--- config.mk ---
export PLATFORM = sky130hd
export DESIGN_NAME = tcp_timer
export DESIGN_NICKNAME = d
export VERILOG_FILES = /design/src/verilog/tcp_timer.v
export VERILOG_INCLUDE_DIRS = /design/src /design/src/verilog
export SDC_FILE = /design/constraint.sdc
export NUM_CORES = 1
export LEC_CHECK = 0
export BUFFER_PORTS_ARGS = -buffer_cell sky130_fd_sc_hd__buf_2
export CAP_MARGIN = 5
export CORE_ASPECT_RATIO = 0.6
export CORE_UTILIZATION = 60
export DETAILED_ROUTE_END_ITERATION = 16
export MAX_ROUTING_LAYER = met4
export PLACE_DENSITY = 0.81
export SKIP_LAST_GASP = 1
export SLEW_MARGIN = 40
export SYNTH_ARGS = -nofsm -noshare
export SYNTH_HDL_FRONTEND = slang
export SYNTH_HIERARCHICAL = 1
export SYNTH_SLANG_ARGS = --single-unit
--- constraint.sdc ---
create_clock -name I_CLK_SYS -period 3.4 [get_ports I_CLK_SYS]
set_input_delay 0.34 -clock I_CLK_SYS [delete_from_list [all_inputs] [get_ports I_CLK_SYS]]
set_output_delay 0.34 -clock I_CLK_SYS [all_outputs]
set_load 0.02 [all_outputs]
--- src/verilog/tcp_regs.vh ---
// register indices, field positions, mode codes and reset values of the dual timer block
`ifndef TCP_REGS_VH
`define TCP_REGS_VH

// register indices; byte address on the bus is four times the index
`define TCP_IDX_T0_CNTH 12'hF00
`define TCP_IDX_T0_CNTL 12'hF01
`define TCP_IDX_T0_RLDH 12'hF02
`define TCP_IDX_T0_RLDL 12'hF03
`define TCP_IDX_T0_CMPH 12'hF04
`define TCP_IDX_T0_CMPL 12'hF05
`define TCP_IDX_T0_CTL1 12'hF07
`define TCP_IDX_T1_CNTH 12'hF08
`define TCP_IDX_T1_CNTL 12'hF09
`define TCP_IDX_T1_RLDH 12'hF0A
`define TCP_IDX_T1_RLDL 12'hF0B
`define TCP_IDX_T1_CMPH 12'hF0C
`define TCP_IDX_T1_CMPL 12'hF0D
`define TCP_IDX_T1_CTL1 12'hF0F
`define TCP_IDX_STATUS 12'hF10
`define TCP_IDX_MASK 12'hF11

// control register fields
`define TCP_CTL_EN 7
`define TCP_CTL_POL 6
`define TCP_CTL_PRESCALE_HI 5
`define TCP_CTL_PRESCALE_LO 3
`define TCP_CTL_MODE_HI 2
`define TCP_CTL_MODE_LO 0

// operating_mode_select codes
`define TCP_MODE_ONESHOT 3'h0
`define TCP_MODE_CONT 3'h1
`define TCP_MODE_COUNTER 3'h2
`define TCP_MODE_PWM 3'h3
`define TCP_MODE_CAPTURE 3'h4
`define TCP_MODE_COMPARE 3'h5
`define TCP_MODE_CAPCMP 3'h6

// status and mask bit positions inside one timer nibble
`define TCP_ST_RELOAD 0
`define TCP_ST_COMPARE 1
`define TCP_ST_CAPTURE 2
`define TCP_ST_CAPFLAG 3
`define TCP_ST_T1_BASE 4
// live capture flag bits are status only and never reach the interrupt
`define TCP_ST_IRQ_MASK 8'h77

// reset and load values
`define TCP_RST_BYTE 8'h00
`define TCP_RST_WORD 16'h0000
`define TCP_RST_RELOAD 16'hFFFF
`define TCP_CNT_START 16'h0001
`define TCP_PRE_ONE 8'h01
`define TCP_PRE_ZERO 7'h00

`endif

--- src/verilog/tcp_timer.v ---
// dual 16-bit timer with compare, capture and pwm output behind an ahb-lite slave
`timescale 1ns/100ps
`include "tcp_regs.vh"

// one timer channel: control, prescaler, count, compare/capture, output pin
module tcp_timer_ch
(
    input wire i_clk,
    input wire i_arst_n,
    input wire i_tin,
    input wire [7:0] i_wdata,
    input wire i_we_ctl,
    input wire i_we_cmph,
    input wire i_we_cmpl,
    input wire i_we_rldh,
    input wire i_we_rldl,
    output wire [7:0] o_ctl,
    output wire [15:0] o_cmp,
    output wire [15:0] o_rld,
    output wire [15:0] o_cnt,
    output wire o_tout,
    output wire o_capflag,
    output wire o_ev_reload,
    output wire o_ev_compare,
    output wire o_ev_capture
);
    reg [7:0] ctl_ff;
    reg [7:0] nxt_ctl;
    reg [15:0] cmp_ff;
    reg [15:0] nxt_cmp;
    reg [15:0] rld_ff;
    reg [15:0] nxt_rld;
    reg [15:0] cnt_ff;
    reg [15:0] nxt_cnt;
    reg [6:0] pre_ff;
    reg [6:0] nxt_pre;
    reg tin_prev_ff;
    reg tout_ff;
    reg nxt_tout;
    reg capflag_ff;
    reg nxt_capflag;
    wire en;
    wire pol;
    wire [2:0] prescale_select;
    wire [2:0] mode;
    wire [7:0] pre_top;
    wire tick;
    wire edge_sel;
    wire step;
    wire reload;
    wire [15:0] cnt_inc;
    wire cmp_mode;
    wire hit;
    wire capture;
    wire rel_toggle;

    assign en = ctl_ff[`TCP_CTL_EN];
    assign pol = ctl_ff[`TCP_CTL_POL];
    assign prescale_select = ctl_ff[`TCP_CTL_PRESCALE_HI:`TCP_CTL_PRESCALE_LO];
    assign mode = ctl_ff[`TCP_CTL_MODE_HI:`TCP_CTL_MODE_LO];

    // divide by two to the power of the code, so 110 gives 64 and 111 gives 128
    assign pre_top = (`TCP_PRE_ONE << prescale_select) - `TCP_PRE_ONE;
    assign tick = ({1'b0, pre_ff} == pre_top);

    // input is already synchronised; the edge detector looks only at the settled copy
    assign edge_sel = pol ? (tin_prev_ff & ~i_tin) : (~tin_prev_ff & i_tin);

    // counter mode steps on input edges, every other mode on prescaler ticks
    assign step = en & ((mode == `TCP_MODE_COUNTER) ? edge_sel : tick);
    assign reload = step & (cnt_ff == rld_ff);
    assign cnt_inc = cnt_ff + `TCP_CNT_START;

    // compare is judged on the value the count is about to take
    assign cmp_mode = (mode == `TCP_MODE_PWM) | (mode == `TCP_MODE_COMPARE)
                      | (mode == `TCP_MODE_CAPCMP);
    assign hit = step & ~reload & cmp_mode & (cnt_inc == cmp_ff);
    assign capture = en & edge_sel
                     & ((mode == `TCP_MODE_CAPTURE) | (mode == `TCP_MODE_CAPCMP));
    assign rel_toggle = reload & ((mode == `TCP_MODE_ONESHOT) | (mode == `TCP_MODE_CONT)
                                  | (mode == `TCP_MODE_COUNTER) | (mode == `TCP_MODE_PWM));

    // prescaler restarts on each tick and stays cleared while disabled
    always @*
    begin
        if (!en | tick)
            nxt_pre = `TCP_PRE_ZERO;
        else
            nxt_pre = pre_ff + 7'h01;
    end

    // count holds while disabled and restarts at one after reaching the reload value
    always @*
    begin
        if (reload)
            nxt_cnt = `TCP_CNT_START;
        else if (step)
            nxt_cnt = cnt_inc;
        else
            nxt_cnt = cnt_ff;
    end

    // software write wins over the one-shot self-disable so a restart is never lost
    always @*
    begin
        nxt_ctl = ctl_ff;
        if (i_we_ctl)
            nxt_ctl = i_wdata;
        else if (reload & (mode == `TCP_MODE_ONESHOT))
            nxt_ctl[`TCP_CTL_EN] = 1'b0;
    end

    // capture overrides a software write in the same cycle, the hardware value is newer
    always @*
    begin
        nxt_cmp = cmp_ff;
        if (capture)
            nxt_cmp = cnt_ff;
        else if (i_we_cmph)
            nxt_cmp = {i_wdata, cmp_ff[7:0]};
        else if (i_we_cmpl)
            nxt_cmp = {cmp_ff[15:8], i_wdata};
    end

    // reload value bytes
    always @*
    begin
        nxt_rld = rld_ff;
        if (i_we_rldh)
            nxt_rld = {i_wdata, rld_ff[7:0]};
        else if (i_we_rldl)
            nxt_rld = {rld_ff[15:8], i_wdata};
    end

    // output pin: polarity level while idle, while running toggles on compare, and on reload except in capture, compare and capcmp modes
    always @*
    begin
        if (!en)
            nxt_tout = pol;
        else if (rel_toggle ^ hit)
            nxt_tout = ~tout_ff;
        else
            nxt_tout = tout_ff;
    end

    // capture beats a simultaneous reload or compare event when naming the source
    always @*
    begin
        if (capture)
            nxt_capflag = 1'b1;
        else if (reload | hit)
            nxt_capflag = 1'b0;
        else
            nxt_capflag = capflag_ff;
    end

    // channel state
    always @(posedge i_clk or negedge i_arst_n)
    begin
        if (!i_arst_n)
        begin
            ctl_ff <= `TCP_RST_BYTE;
            cmp_ff <= `TCP_RST_WORD;
            rld_ff <= `TCP_RST_RELOAD;
            cnt_ff <= `TCP_RST_WORD;
            pre_ff <= `TCP_PRE_ZERO;
            tin_prev_ff <= 1'b0;
            tout_ff <= 1'b0;
            capflag_ff <= 1'b0;
        end
        else
        begin
            ctl_ff <= nxt_ctl;
            cmp_ff <= nxt_cmp;
            rld_ff <= nxt_rld;
            cnt_ff <= nxt_cnt;
            pre_ff <= nxt_pre;
            tin_prev_ff <= i_tin;
            tout_ff <= nxt_tout;
            capflag_ff <= nxt_capflag;
        end
    end

    assign o_ctl = ctl_ff;
    assign o_cmp = cmp_ff;
    assign o_rld = rld_ff;
    assign o_cnt = cnt_ff;
    assign o_tout = tout_ff;
    assign o_capflag = capflag_ff;
    assign o_ev_reload = reload;
    assign o_ev_compare = hit;
    assign o_ev_capture = capture;
endmodule

// top: ahb-lite register slave, input synchronisers, two timers, interrupt logic
module tcp_timer
(
    input wire I_CLK_SYS,
    input wire I_ARST_N,
    input wire I_HSEL,
    input wire [31:0] I_HADDR,
    input wire [1:0] I_HTRANS,
    input wire I_HWRITE,
    input wire [2:0] I_HSIZE,
    input wire [31:0] I_HWDATA,
    input wire I_HREADY,
    input wire I_TIN0,
    input wire I_TIN1,
    output wire [31:0] O_HRDATA,
    output wire O_HREADYOUT,
    output wire O_HRESP,
    output wire O_TOUT0,
    output wire O_TOUT1,
    output wire O_IRQ
);
    reg [1:0] tin0_sync_ff;
    reg [1:0] tin1_sync_ff;
    reg wr_pend_ff;
    reg rd_pend_ff;
    reg [11:0] idx_ff;
    reg [31:0] hrdata_ff;
    reg [7:0] status_ff;
    reg [7:0] nxt_status;
    reg [7:0] mask_ff;
    reg irq_ff;
    reg [7:0] rd_mux;
    wire accept;
    wire [11:0] idx_in;
    wire idx_ok;
    wire [7:0] wd;
    wire [7:0] ctl0;
    wire [7:0] ctl1;
    wire [15:0] cmp0;
    wire [15:0] cmp1;
    wire [15:0] rld0;
    wire [15:0] rld1;
    wire [15:0] cnt0;
    wire [15:0] cnt1;
    wire cap0;
    wire cap1;
    wire [2:0] ev0;
    wire [2:0] ev1;
    wire [7:0] ev_set;

    // address phase is taken only for a selected non-idle transfer at a word address
    assign idx_in = I_HADDR[13:2];
    assign idx_ok = (I_HADDR[31:14] == 18'h00000) & (I_HADDR[1:0] == 2'h0);
    assign accept = I_HSEL & I_HTRANS[1] & I_HREADY & idx_ok;
    assign wd = I_HWDATA[7:0];

    // two-flop synchronisers; only the second stage feeds the channels
    always @(posedge I_CLK_SYS or negedge I_ARST_N)
    begin
        if (!I_ARST_N)
        begin
            tin0_sync_ff <= 2'h0;
            tin1_sync_ff <= 2'h0;
        end
        else
        begin
            tin0_sync_ff <= {tin0_sync_ff[0], I_TIN0};
            tin1_sync_ff <= {tin1_sync_ff[0], I_TIN1};
        end
    end

    // reads take one wait state so read data comes from a flop and sees a just-written value
    always @(posedge I_CLK_SYS or negedge I_ARST_N)
    begin
        if (!I_ARST_N)
        begin
            wr_pend_ff <= 1'b0;
            rd_pend_ff <= 1'b0;
            idx_ff <= 12'h000;
            hrdata_ff <= 32'h00000000;
        end
        else
        begin
            if (rd_pend_ff)
            begin
                rd_pend_ff <= 1'b0;
                hrdata_ff <= {24'h000000, rd_mux};
            end
            else
            begin
                wr_pend_ff <= accept & I_HWRITE;
                rd_pend_ff <= accept & ~I_HWRITE;
                if (accept)
                    idx_ff <= idx_in;
            end
        end
    end

    // read mux over the latched index; unmapped indices read zero
    always @*
    begin
        case (idx_ff)
            `TCP_IDX_T0_CNTH: rd_mux = cnt0[15:8];
            `TCP_IDX_T0_CNTL: rd_mux = cnt0[7:0];
            `TCP_IDX_T0_RLDH: rd_mux = rld0[15:8];
            `TCP_IDX_T0_RLDL: rd_mux = rld0[7:0];
            `TCP_IDX_T0_CMPH: rd_mux = cmp0[15:8];
            `TCP_IDX_T0_CMPL: rd_mux = cmp0[7:0];
            `TCP_IDX_T0_CTL1: rd_mux = ctl0;
            `TCP_IDX_T1_CNTH: rd_mux = cnt1[15:8];
            `TCP_IDX_T1_CNTL: rd_mux = cnt1[7:0];
            `TCP_IDX_T1_RLDH: rd_mux = rld1[15:8];
            `TCP_IDX_T1_RLDL: rd_mux = rld1[7:0];
            `TCP_IDX_T1_CMPH: rd_mux = cmp1[15:8];
            `TCP_IDX_T1_CMPL: rd_mux = cmp1[7:0];
            `TCP_IDX_T1_CTL1: rd_mux = ctl1;
            `TCP_IDX_STATUS: rd_mux = status_ff;
            `TCP_IDX_MASK: rd_mux = mask_ff;
            default: rd_mux = `TCP_RST_BYTE;
        endcase
    end

    tcp_timer_ch u_ch0
    (
        .i_clk(I_CLK_SYS),
        .i_arst_n(I_ARST_N),
        .i_tin(tin0_sync_ff[1]),
        .i_wdata(wd),
        .i_we_ctl(wr_pend_ff & (idx_ff == `TCP_IDX_T0_CTL1)),
        .i_we_cmph(wr_pend_ff & (idx_ff == `TCP_IDX_T0_CMPH)),
        .i_we_cmpl(wr_pend_ff & (idx_ff == `TCP_IDX_T0_CMPL)),
        .i_we_rldh(wr_pend_ff & (idx_ff == `TCP_IDX_T0_RLDH)),
        .i_we_rldl(wr_pend_ff & (idx_ff == `TCP_IDX_T0_RLDL)),
        .o_ctl(ctl0),
        .o_cmp(cmp0),
        .o_rld(rld0),
        .o_cnt(cnt0),
        .o_tout(O_TOUT0),
        .o_capflag(cap0),
        .o_ev_reload(ev0[0]),
        .o_ev_compare(ev0[1]),
        .o_ev_capture(ev0[2])
    );

    tcp_timer_ch u_ch1
    (
        .i_clk(I_CLK_SYS),
        .i_arst_n(I_ARST_N),
        .i_tin(tin1_sync_ff[1]),
        .i_wdata(wd),
        .i_we_ctl(wr_pend_ff & (idx_ff == `TCP_IDX_T1_CTL1)),
        .i_we_cmph(wr_pend_ff & (idx_ff == `TCP_IDX_T1_CMPH)),
        .i_we_cmpl(wr_pend_ff & (idx_ff == `TCP_IDX_T1_CMPL)),
        .i_we_rldh(wr_pend_ff & (idx_ff == `TCP_IDX_T1_RLDH)),
        .i_we_rldl(wr_pend_ff & (idx_ff == `TCP_IDX_T1_RLDL)),
        .o_ctl(ctl1),
        .o_cmp(cmp1),
        .o_rld(rld1),
        .o_cnt(cnt1),
        .o_tout(O_TOUT1),
        .o_capflag(cap1),
        .o_ev_reload(ev1[0]),
        .o_ev_compare(ev1[1]),
        .o_ev_capture(ev1[2])
    );

    // sticky events per timer nibble; the capture flag bit is live state, not sticky
    assign ev_set = {1'b0, ev1, 1'b0, ev0};

    // write-one-to-clear, but a new event in the same cycle keeps its bit set
    always @*
    begin
        nxt_status = status_ff;
        if (wr_pend_ff & (idx_ff == `TCP_IDX_STATUS))
            nxt_status = status_ff & ~wd;
        nxt_status = nxt_status | ev_set;
        nxt_status[`TCP_ST_CAPFLAG] = cap0;
        nxt_status[`TCP_ST_T1_BASE + `TCP_ST_CAPFLAG] = cap1;
    end

    // status, mask and registered interrupt level
    always @(posedge I_CLK_SYS or negedge I_ARST_N)
    begin
        if (!I_ARST_N)
        begin
            status_ff <= `TCP_RST_BYTE;
            mask_ff <= `TCP_RST_BYTE;
            irq_ff <= 1'b0;
        end
        else
        begin
            status_ff <= nxt_status;
            if (wr_pend_ff & (idx_ff == `TCP_IDX_MASK))
                mask_ff <= wd;
            irq_ff <= |(status_ff & mask_ff & `TCP_ST_IRQ_MASK);
        end
    end

    assign O_HRDATA = hrdata_ff;
    assign O_HREADYOUT = ~rd_pend_ff;
    assign O_HRESP = 1'b0;
    assign O_IRQ = irq_ff;
endmodule

==> summary.md, run 1 <==
| Metric | Value |
|---|---|
| Status | `complete, no violations` |
| Ranking of synthesized cells by area | `dfrtp_1, dfstp_2, mux2_2` |
| Crit. path cell count | `9` |
| Cell family with most CP delay | `simple AND/OR/NAND/NOR gates` |
| Worst reg2reg path startpoint | `u_ch0/o_cnt[0]$_DFFE_PN0P_` |
| Routed Antenna Nets | `0` |
| Mapped Area | `0.01095 mm2` |
| DR vias | `9295` |
| First drt pass iteration count | `6` |
| YS warnings | `6` |
| Gr usage total | `36.98%` |
| Clk sinks | `~180` |
| Max_cap viols | `0` |
| Most common cell after layout, fill and taps aside | `dfrtp_1` |
| Worst path bufs/invs | `0` |
| RSZ-0062 raised after global routing | `no` |
| Reg-to-reg setup timing slack | `300 ps` |
| Final setup vio count | `0` |
| Die area | `roughly 0.019 mm2` |
| Area of the core | `~0.017 mm2` |
| Min-Delay Endpoint | `rd_pend_ff$_DFF_PN0_` |
| Max-slew violations | `0` |
| Post-synth top area cell | `dfrtp_1` |
| CTS tree | `done` |
| Routed length per instance | `23.29 um` |
| Initial antenna violation count | `1` |
| CP Launch Type | `flip-flop` |
| Ports | `about 110` |
| Count of cell types in the netlist | `70` |
| Initial Util | `62.60%` |
| Slew @ Worst Pin | `859.9 ps` |
| Cells after synthesis | `between 1000 and 1500` |
| CP max stage delay | `530 ps` |
| Cell Pwr Density | `470.0 mW/mm2` |
| Initial drt markers | `1138` |
| CP Class | `flip-flop to flip-flop` |
| Cell breakdown of the critical path | `ha_1 -> nand3_4 -> nor4_4 -> mux2i_1 -> a211oi_1 -> nor3_1 -> nand3_1 -> o311a_1 -> o21ai_1` |
| Period utilization | `91.25%` |
| Post-CTS Setup Inserts | `0` |
| Critical Path Fanout Max | `8` |
| Clock skew | `12.24 ps` |
| Slowest CP cell | `dfrtp_1` |
| Post-synth EDFFs | `0` |
| DRC Markers | `0` |
| Hold_sp | `I_HWRITE` |
| Nets | `1239` |
| Clock root cell | `clkbuf_16` |
| Fin. Hold Viols | `0` |
| Hpwl dp | `22920 um` |
| Rel. slew slack | `41.19%` |
| N_diodes | `0` |
| Final Wtd Congestion | `1.005` |
| Critical Path AT | `around 3500 ps` |
| Max Root-Sink Buffers | `2` |
| Register area share after synthesis | `40.34%` |
| Syn-to-layout area delta | `8.418%` |
| Reg2Reg Capture Point | `u_ch0/o_tout$_DFFE_PN0P_` |
| Layout cells sized above 1 | `a little over a fifth` |
| Cell depth of the worst hold path | `2` |
| Most frequent cells in the layout | `dfrtp_1, nand2_1, xnor2_1` |
| Leak Pwr | `approximately 4.7 nW` |
| Worst EP required | `3780 ps` |
| Congestion Overflow GR | `0` |
| Final min period | `between 3000 and 4000 ps` |
| Worst Reg-to-Reg Cells | `9` |
| Crit. End Element | `flip-flop` |
| Row count | `37` |
| Final WL | `32740 um` |
| Mapped Avg Cell Area | `9.626 um2` |
| Maximum clock frequency | `~320 MHz` |
| Pin count of the biggest net entering global routing | `78` |
| Clk Latency, worst-skew pair | `450 ps` |
| Worst vdd ir | `0.4835 mV` |
| Number of global-route vias before repair | `8515` |
| Dominant synthesized flop cell | `dfrtp_1` |
| H-tree depth | `4` |
| WHS | `89.28 ps` |
| CTS clock-pin slew for the worst setup and hold paths | `70 ps` |
| Yosys reg bits | `175` |
| HP Class | `input port to flip-flop` |
| Horiz. Die Dim | `176.4 um` |
| Vias per cell | `6.611` |
| First-pass GRT wire length | `49990 um` |
| Share of the synthesized area in the top cell type | `about a third` |
| Port Buffers | `59` |
| Ys async rst share | `100.0%` |
| CTS Buf Count | `17` |
| Setup TNS | `0 ps` |
| Die Y | `106.7 um` |
## worst max-delay path by stage
stage	start	to	slack [ps]
after floorplan	idx_ff[5]$_DFFE_PN0P_	u_ch0/o_cmp[0]$_DFFE_PN0P_	760
after global placement	u_ch1/o_cnt[0]$_DFFE_PN0P_	u_ch1/o_tout$_DFFE_PN0P_	520
after detailed placement	u_ch0/o_cnt[0]$_DFFE_PN0P_	u_ch0/o_tout$_DFFE_PN0P_	450
after CTS	u_ch0/o_cnt[0]$_DFFE_PN0P_	u_ch0/o_tout$_DFFE_PN0P_	420
after global routing	u_ch0/o_cnt[0]$_DFFE_PN0P_	u_ch0/o_tout$_DFFE_PN0P_	120
final	u_ch0/o_cnt[0]$_DFFE_PN0P_	u_ch0/o_tout$_DFFE_PN0P_	300
## metrics by stage
step | cells | area (um2) | total power [mW] | worst slack, ps | utilization, %
floorplan | 1162 | 11040 | 3.299 | 760.8 | -
global route | 1406 | 11880 | 5.802 | 117.8 | 67.87
finish | 1406 | 11880 | 5.582 | 297.4 | 67.87
detailed placement | 1371 | 11250 | 3.571 | 447.0 | 64.27
CTS | 1406 | 11870 | 5.558 | 417.1 | 67.85
global placement | 1371 | 11250 | 3.541 | 522.9 | 64.27
## registers in the layout (all words and copies together), names as in the netlist, 2 cells and up
name,count
u_ch0/pre_ff,7
u_ch1/o_cnt,16
mask_ff,8
status_ff,8
O_HRDATA,8
u_ch0/o_rld,16
idx_ff,12
u_ch0/o_cmp,16
u_ch1/o_cmp,16
u_ch0/o_ctl,8
tin0_sync_ff,2
u_ch1/pre_ff,7
u_ch1/o_rld,16
u_ch1/o_ctl,8
tin1_sync_ff,2
u_ch0/o_cnt,16
## cells in the mapped netlist, types with 22 or more instances
cell type,instances
xnor2_1,70
clkbuf_1,38
buf_2,33
nor3_1,26
buf_4,36
nand3_1,52
mux2i_1,52
o21ai_0,38
dfrtp_1,143
nor2_1,66
o21ai_1,43
nand2_1,97
dfstp_2,32
mux2_2,58
a22oi_1,22
## area by class of cell
cell class	count	area, um2
Multi-Input combinational cell	854	5928
Timing Repair Buffer	91	561.8
Tap cell	234	292.8
Fill cell	1382	5623
Clock inverter	9	63.81
Inverter	20	75.07
Clock buffer	23	533.0
Sequential cell	175	4422
## power breakdown
part / internal (mW) / switching [mW] / total, mW
registers: 2.21 / 0.318 / 2.53
clock network: 1.12 / 0.888 / 2.00
logic: 0.410 / 0.636 / 1.05
total: 3.74 / 1.84 / 5.58
## worst reg2reg max path, stage by stage, from the launching register on
cell and delay, ps:
dfrtp_1 530, ha_1 390, nand3_4 190, nor4_4 460
mux2i_1 240, a211oi_1 80, nor3_1 250, nand3_1 310
o311a_1 430, o21ai_1 130
## cells by family (layout without fill, tap and decap cells)
kind of cell / count (synthesis) / count (layout) / share of synthesized area (%)
AO/OA/AOI/OAI: 237 / 237 / 14.47
XOR/XNOR: 86 / 86 / 6.876
adder cells (fa/ha/maj): 4 / 4 / 0.4569
buffers and inverters: 133 / 143 / 6.511
flip-flops: 175 / 175 / 40.34
multiplexers: 120 / 120 / 11.74
other: 1 / 25 / 0.03423
AND/OR/NAND/NOR: 382 / 382 / 19.57
## layer usage
| metal | vias to the layer above | global-route usage (%) | wire length (um) |
|---|---|---|---|
| met5 | - | - | 0 |
| met4 | 0 | 8.621 | 388 |
| met3 | 41 | 14.93 | 4673 |
| met2 | 589 | 47.22 | 13070 |
| met1 | 4561 | 53.69 | 14610 |
| li1 | 4104 | - | - |
## repair_timing
action / 4_1_cts / 5_1_grt
resized for setup: 0 / 0
hold endpoints to repair: 67 / 0
hold buffers: 3 / 0
Note: power is estimated with default switching activity, not from simulation.
==> run 2, diff against run 1 <==
--- a/config.mk
+++ b/config.mk
@@ -6,13 +6,13 @@
 export SDC_FILE = /design/constraint.sdc
 export NUM_CORES = 1
 export LEC_CHECK = 0
-export BUFFER_PORTS_ARGS = -buffer_cell sky130_fd_sc_hd__buf_2
 export CAP_MARGIN = 5
 export CORE_ASPECT_RATIO = 0.6
 export CORE_UTILIZATION = 60
 export DETAILED_ROUTE_END_ITERATION = 16
+export DONT_BUFFER_PORTS = 1
 export MAX_ROUTING_LAYER = met4
-export PLACE_DENSITY = 0.81
+export PLACE_DENSITY = 0.76
 export SKIP_LAST_GASP = 1
 export SLEW_MARGIN = 40
 export SYNTH_ARGS = -nofsm -noshare
==> run 2 against run 1 <==
The run now ends with hold timing left. Clock skew is 2.2 ps lower. Maximum frequency is 2.4% higher. Clock power is 6% lower. Sequential power hardly changed. Utilization is 1.9 points lower. Non-clock buffer count is 57 lower.
==> summary.md, run 2 (same netlist as run 1, synthesis figures left out) <==
| Metric | Value |
|---|---|
| Cts hold-fix bufs | `3 (unchanged)` |
| Critical Path AT | `3400 ps (was 3480 ps)` |
| Row count | `37 (unchanged)` |
| Gr usage total | `35.63% (was 36.98%)` |
| Routed length per instance | `23.34 um (was 23.29 um)` |
| H-tree depth | `4 (unchanged)` |
| Layout cells sized above 1 | `16.86% (was 20.99%)` |
| Max-slew violations | `0 (unchanged)` |
| Worst vdd ir | `0.3657 mV (was 0.4835 mV)` |
| Port Buffers | `0 (was 59)` |
| Leak Pwr | `4.446 nW (was 4.713 nW)` |
| Nets | `1182 (was 1239)` |
| Die Y | `106.7 um (unchanged)` |
| Congestion Overflow GR | `0 (unchanged)` |
| Routed Antenna Nets | `0 (unchanged)` |
| Die area | `0.01882 mm2 (unchanged)` |
| Reg2Reg Capture Point | `u_ch0/o_tout$_DFFE_PN0P_ (unchanged)` |
| Clk Latency, worst-skew pair | `450 ps (about the same)` |
| Initial drt markers | `1330 (was 1138)` |
| Final instance area | `0.01154 mm2 (was 0.01188 mm2)` |
| Most common cell after layout, fill and taps aside | `dfrtp_1 (unchanged)` |
| Clock root cell | `clkbuf_16 (unchanged)` |
| Hpwl dp | `22020 um (was 22920 um)` |
| Most frequent cells in the layout | `dfrtp_1, nand2_1, xnor2_1 (unchanged)` |
| Worst Reg-to-Reg Cells | `9 (unchanged)` |
| Ports | `113 (unchanged)` |
| Critical Path Fanout Max | `8 (unchanged)` |
| Post-CTS Setup Inserts | `0 (unchanged)` |
| CTS Buf Count | `17 (unchanged)` |
| Rel. slew slack | `49.38% (was 41.19%)` |
| RSZ-0062 raised after global routing | `no (unchanged)` |
| Worst reg2reg path startpoint | `u_ch0/o_cnt[0]$_DFFE_PN0P_ (unchanged)` |
| Slew @ Worst Pin | `759.4 ps (was 859.9 ps)` |
| Post-DP Area | `0.01095 mm2 (was 0.01125 mm2)` |
| Violated checks | `hold timing` |
| Area of the core | `0.01750 mm2 (unchanged)` |
| CP Class | `flip-flop to flip-flop (unchanged)` |
| CP Launch Type | `flip-flop (unchanged)` |
| Layout Utilization | `65.95% (was 67.87%)` |
| Max Root-Sink Buffers | `2 (unchanged)` |
| Crit. End Element | `flip-flop (unchanged)` |
| Maximum clock frequency | `330.0 MHz (was 322.3 MHz)` |
| Max_cap viols | `0 (unchanged)` |
| Number of global-route vias before repair | `8240 (was 8515)` |
| Worst EP required | `3770 ps (was 3780 ps)` |
| Syn-to-layout area delta | `5.357% (was 8.418%)` |
| Post-route setup slack | `370.0 ps (was 297.4 ps)` |
| WHS | `-413.3 ps (was 89.28 ps)` |
| Reg-to-reg setup timing slack | `370 ps (was 300 ps)` |
| Clock skew | `10.00 ps (was 12.24 ps)` |
| HP Class | `input port to asynchronous set/reset pin (was input port to flip-flop)` |
| Vias per cell | `6.657 (was 6.611)` |
| Finished Layout Cells | `1350 (was 1406)` |
| First drt pass iteration count | `5 (was 6)` |
| Horiz. Die Dim | `176.4 um (unchanged)` |
| First-pass GRT wire length | `48450 um (was 49990 um)` |
| Final Wtd Congestion | `1.030 (was 1.005)` |
| Clk sinks | `175 (unchanged)` |
| Final WL | `31510 um (was 32740 um)` |
| Pin count of the biggest net entering global routing | `176 (was 78)` |
| CTS tree | `done (unchanged)` |
| Period utilization | `89.12% (was 91.25%)` |
| Initial antenna violation count | `1 (unchanged)` |
| Final setup vio count | `0 (unchanged)` |
| Final min period | `3030 ps (was 3103 ps)` |
| Setup TNS | `0 ps (unchanged)` |
| Placed Cells | `1314 (was 1371)` |
| Status | `complete, but fails checks (was complete, no violations)` |
| Fin. Hold Viols | `175 (was 0)` |
| DRC Markers | `0 (unchanged)` |
| Initial Util | `62.60% (unchanged)` |
| DR vias | `8987 (was 9295)` |
| Dpl ws | `459.4 ps (was 447.0 ps)` |
| CTS clock-pin slew for the worst setup and hold paths | `70 ps (about the same)` |
| CTS resizes | `0 (unchanged)` |
| Cell Pwr Density | `465.7 mW/mm2 (was 470.0 mW/mm2)` |
run 2: changes by cell type in the layout (fill, tap and decap cells not counted), moves of 2 or more:
cell,previous run,this run
buf_2,58,0
clkinvlp_4,1,5
buf_4,28,31
clkbuf_16,21,18
clkbuf_8,0,2
dfrtp_1,141,143
dfrtp_2,2,0
run 2: worst max path at each step:
stage / depth (start not counted) / slack [ps] / startpoint / endpoint
after floorplan: 9 / 760 / idx_ff[5]$_DFFE_PN0P_ / u_ch0/o_cmp[0]$_DFFE_PN0P_
after global placement: 9 / 540 / u_ch0/o_cnt[0]$_DFFE_PN0P_ / u_ch0/o_tout$_DFFE_PN0P_
after detailed placement: 9 / 460 / u_ch0/o_cnt[0]$_DFFE_PN0P_ / u_ch0/o_tout$_DFFE_PN0P_
after CTS: 9 / 430 / u_ch0/o_cnt[0]$_DFFE_PN0P_ / u_ch0/o_tout$_DFFE_PN0P_
after global routing: 9 / 230 / u_ch0/o_cnt[0]$_DFFE_PN0P_ / u_ch0/o_tout$_DFFE_PN0P_
final: 9 / 370 / u_ch0/o_cnt[0]$_DFFE_PN0P_ / u_ch0/o_tout$_DFFE_PN0P_
run 2: area by class of cell:
type | instances | area, um2
tap | 234 | 292.8
antenna | 1 | 2.502
clock inverter | 11 | 78.83
clock buffer | 21 | 481.7
multi-input combinational | 854 | 5928
fill | 1387 | 5958
timing repair buffer | 34 | 262.8
sequential | 175 | 4419
inverter | 20 | 75.07
run 2: critical path: stages (launching register included):
cell      delay, ps
dfrtp_1         540
ha_1            430
nand3_4         190
nor3_4          350
and4_1          310
a211oi_1        120
nor3_1          220
nand3_1         270
o311a_1         410
o21ai_1         120
run 2: layer usage:
metal	vias to the layer above	share of wire (%)	GRT usage, %
met3	31	14	11.84
met5	-	0	-
met2	534	39	45.50
li1	4020	-	-
met4	0	1.0	8.374
met1	4402	46	53.35
run 2: report_power, final:
group	total, mW	switching [mW]	leakage (nW)	internal, mW
combinational	0.972	0.576	2.07	0.396
clock	1.89	0.872	0.263	1.02
sequential	2.51	0.297	2.12	2.21
total	5.37	1.74	4.45	3.63
run 2: metrics by stage:
| stage | power, mW | hold slack [ps] |
|---|---|---|
| after floorplan | 3.299 | 44.41 |
| after global placement | 3.442 | 47.60 |
| after detailed placement | 3.472 | 48.37 |
| after CTS | 5.361 | -423.1 |
| after global routing | 5.575 | -422.4 |
| final | 5.374 | -413.3 |
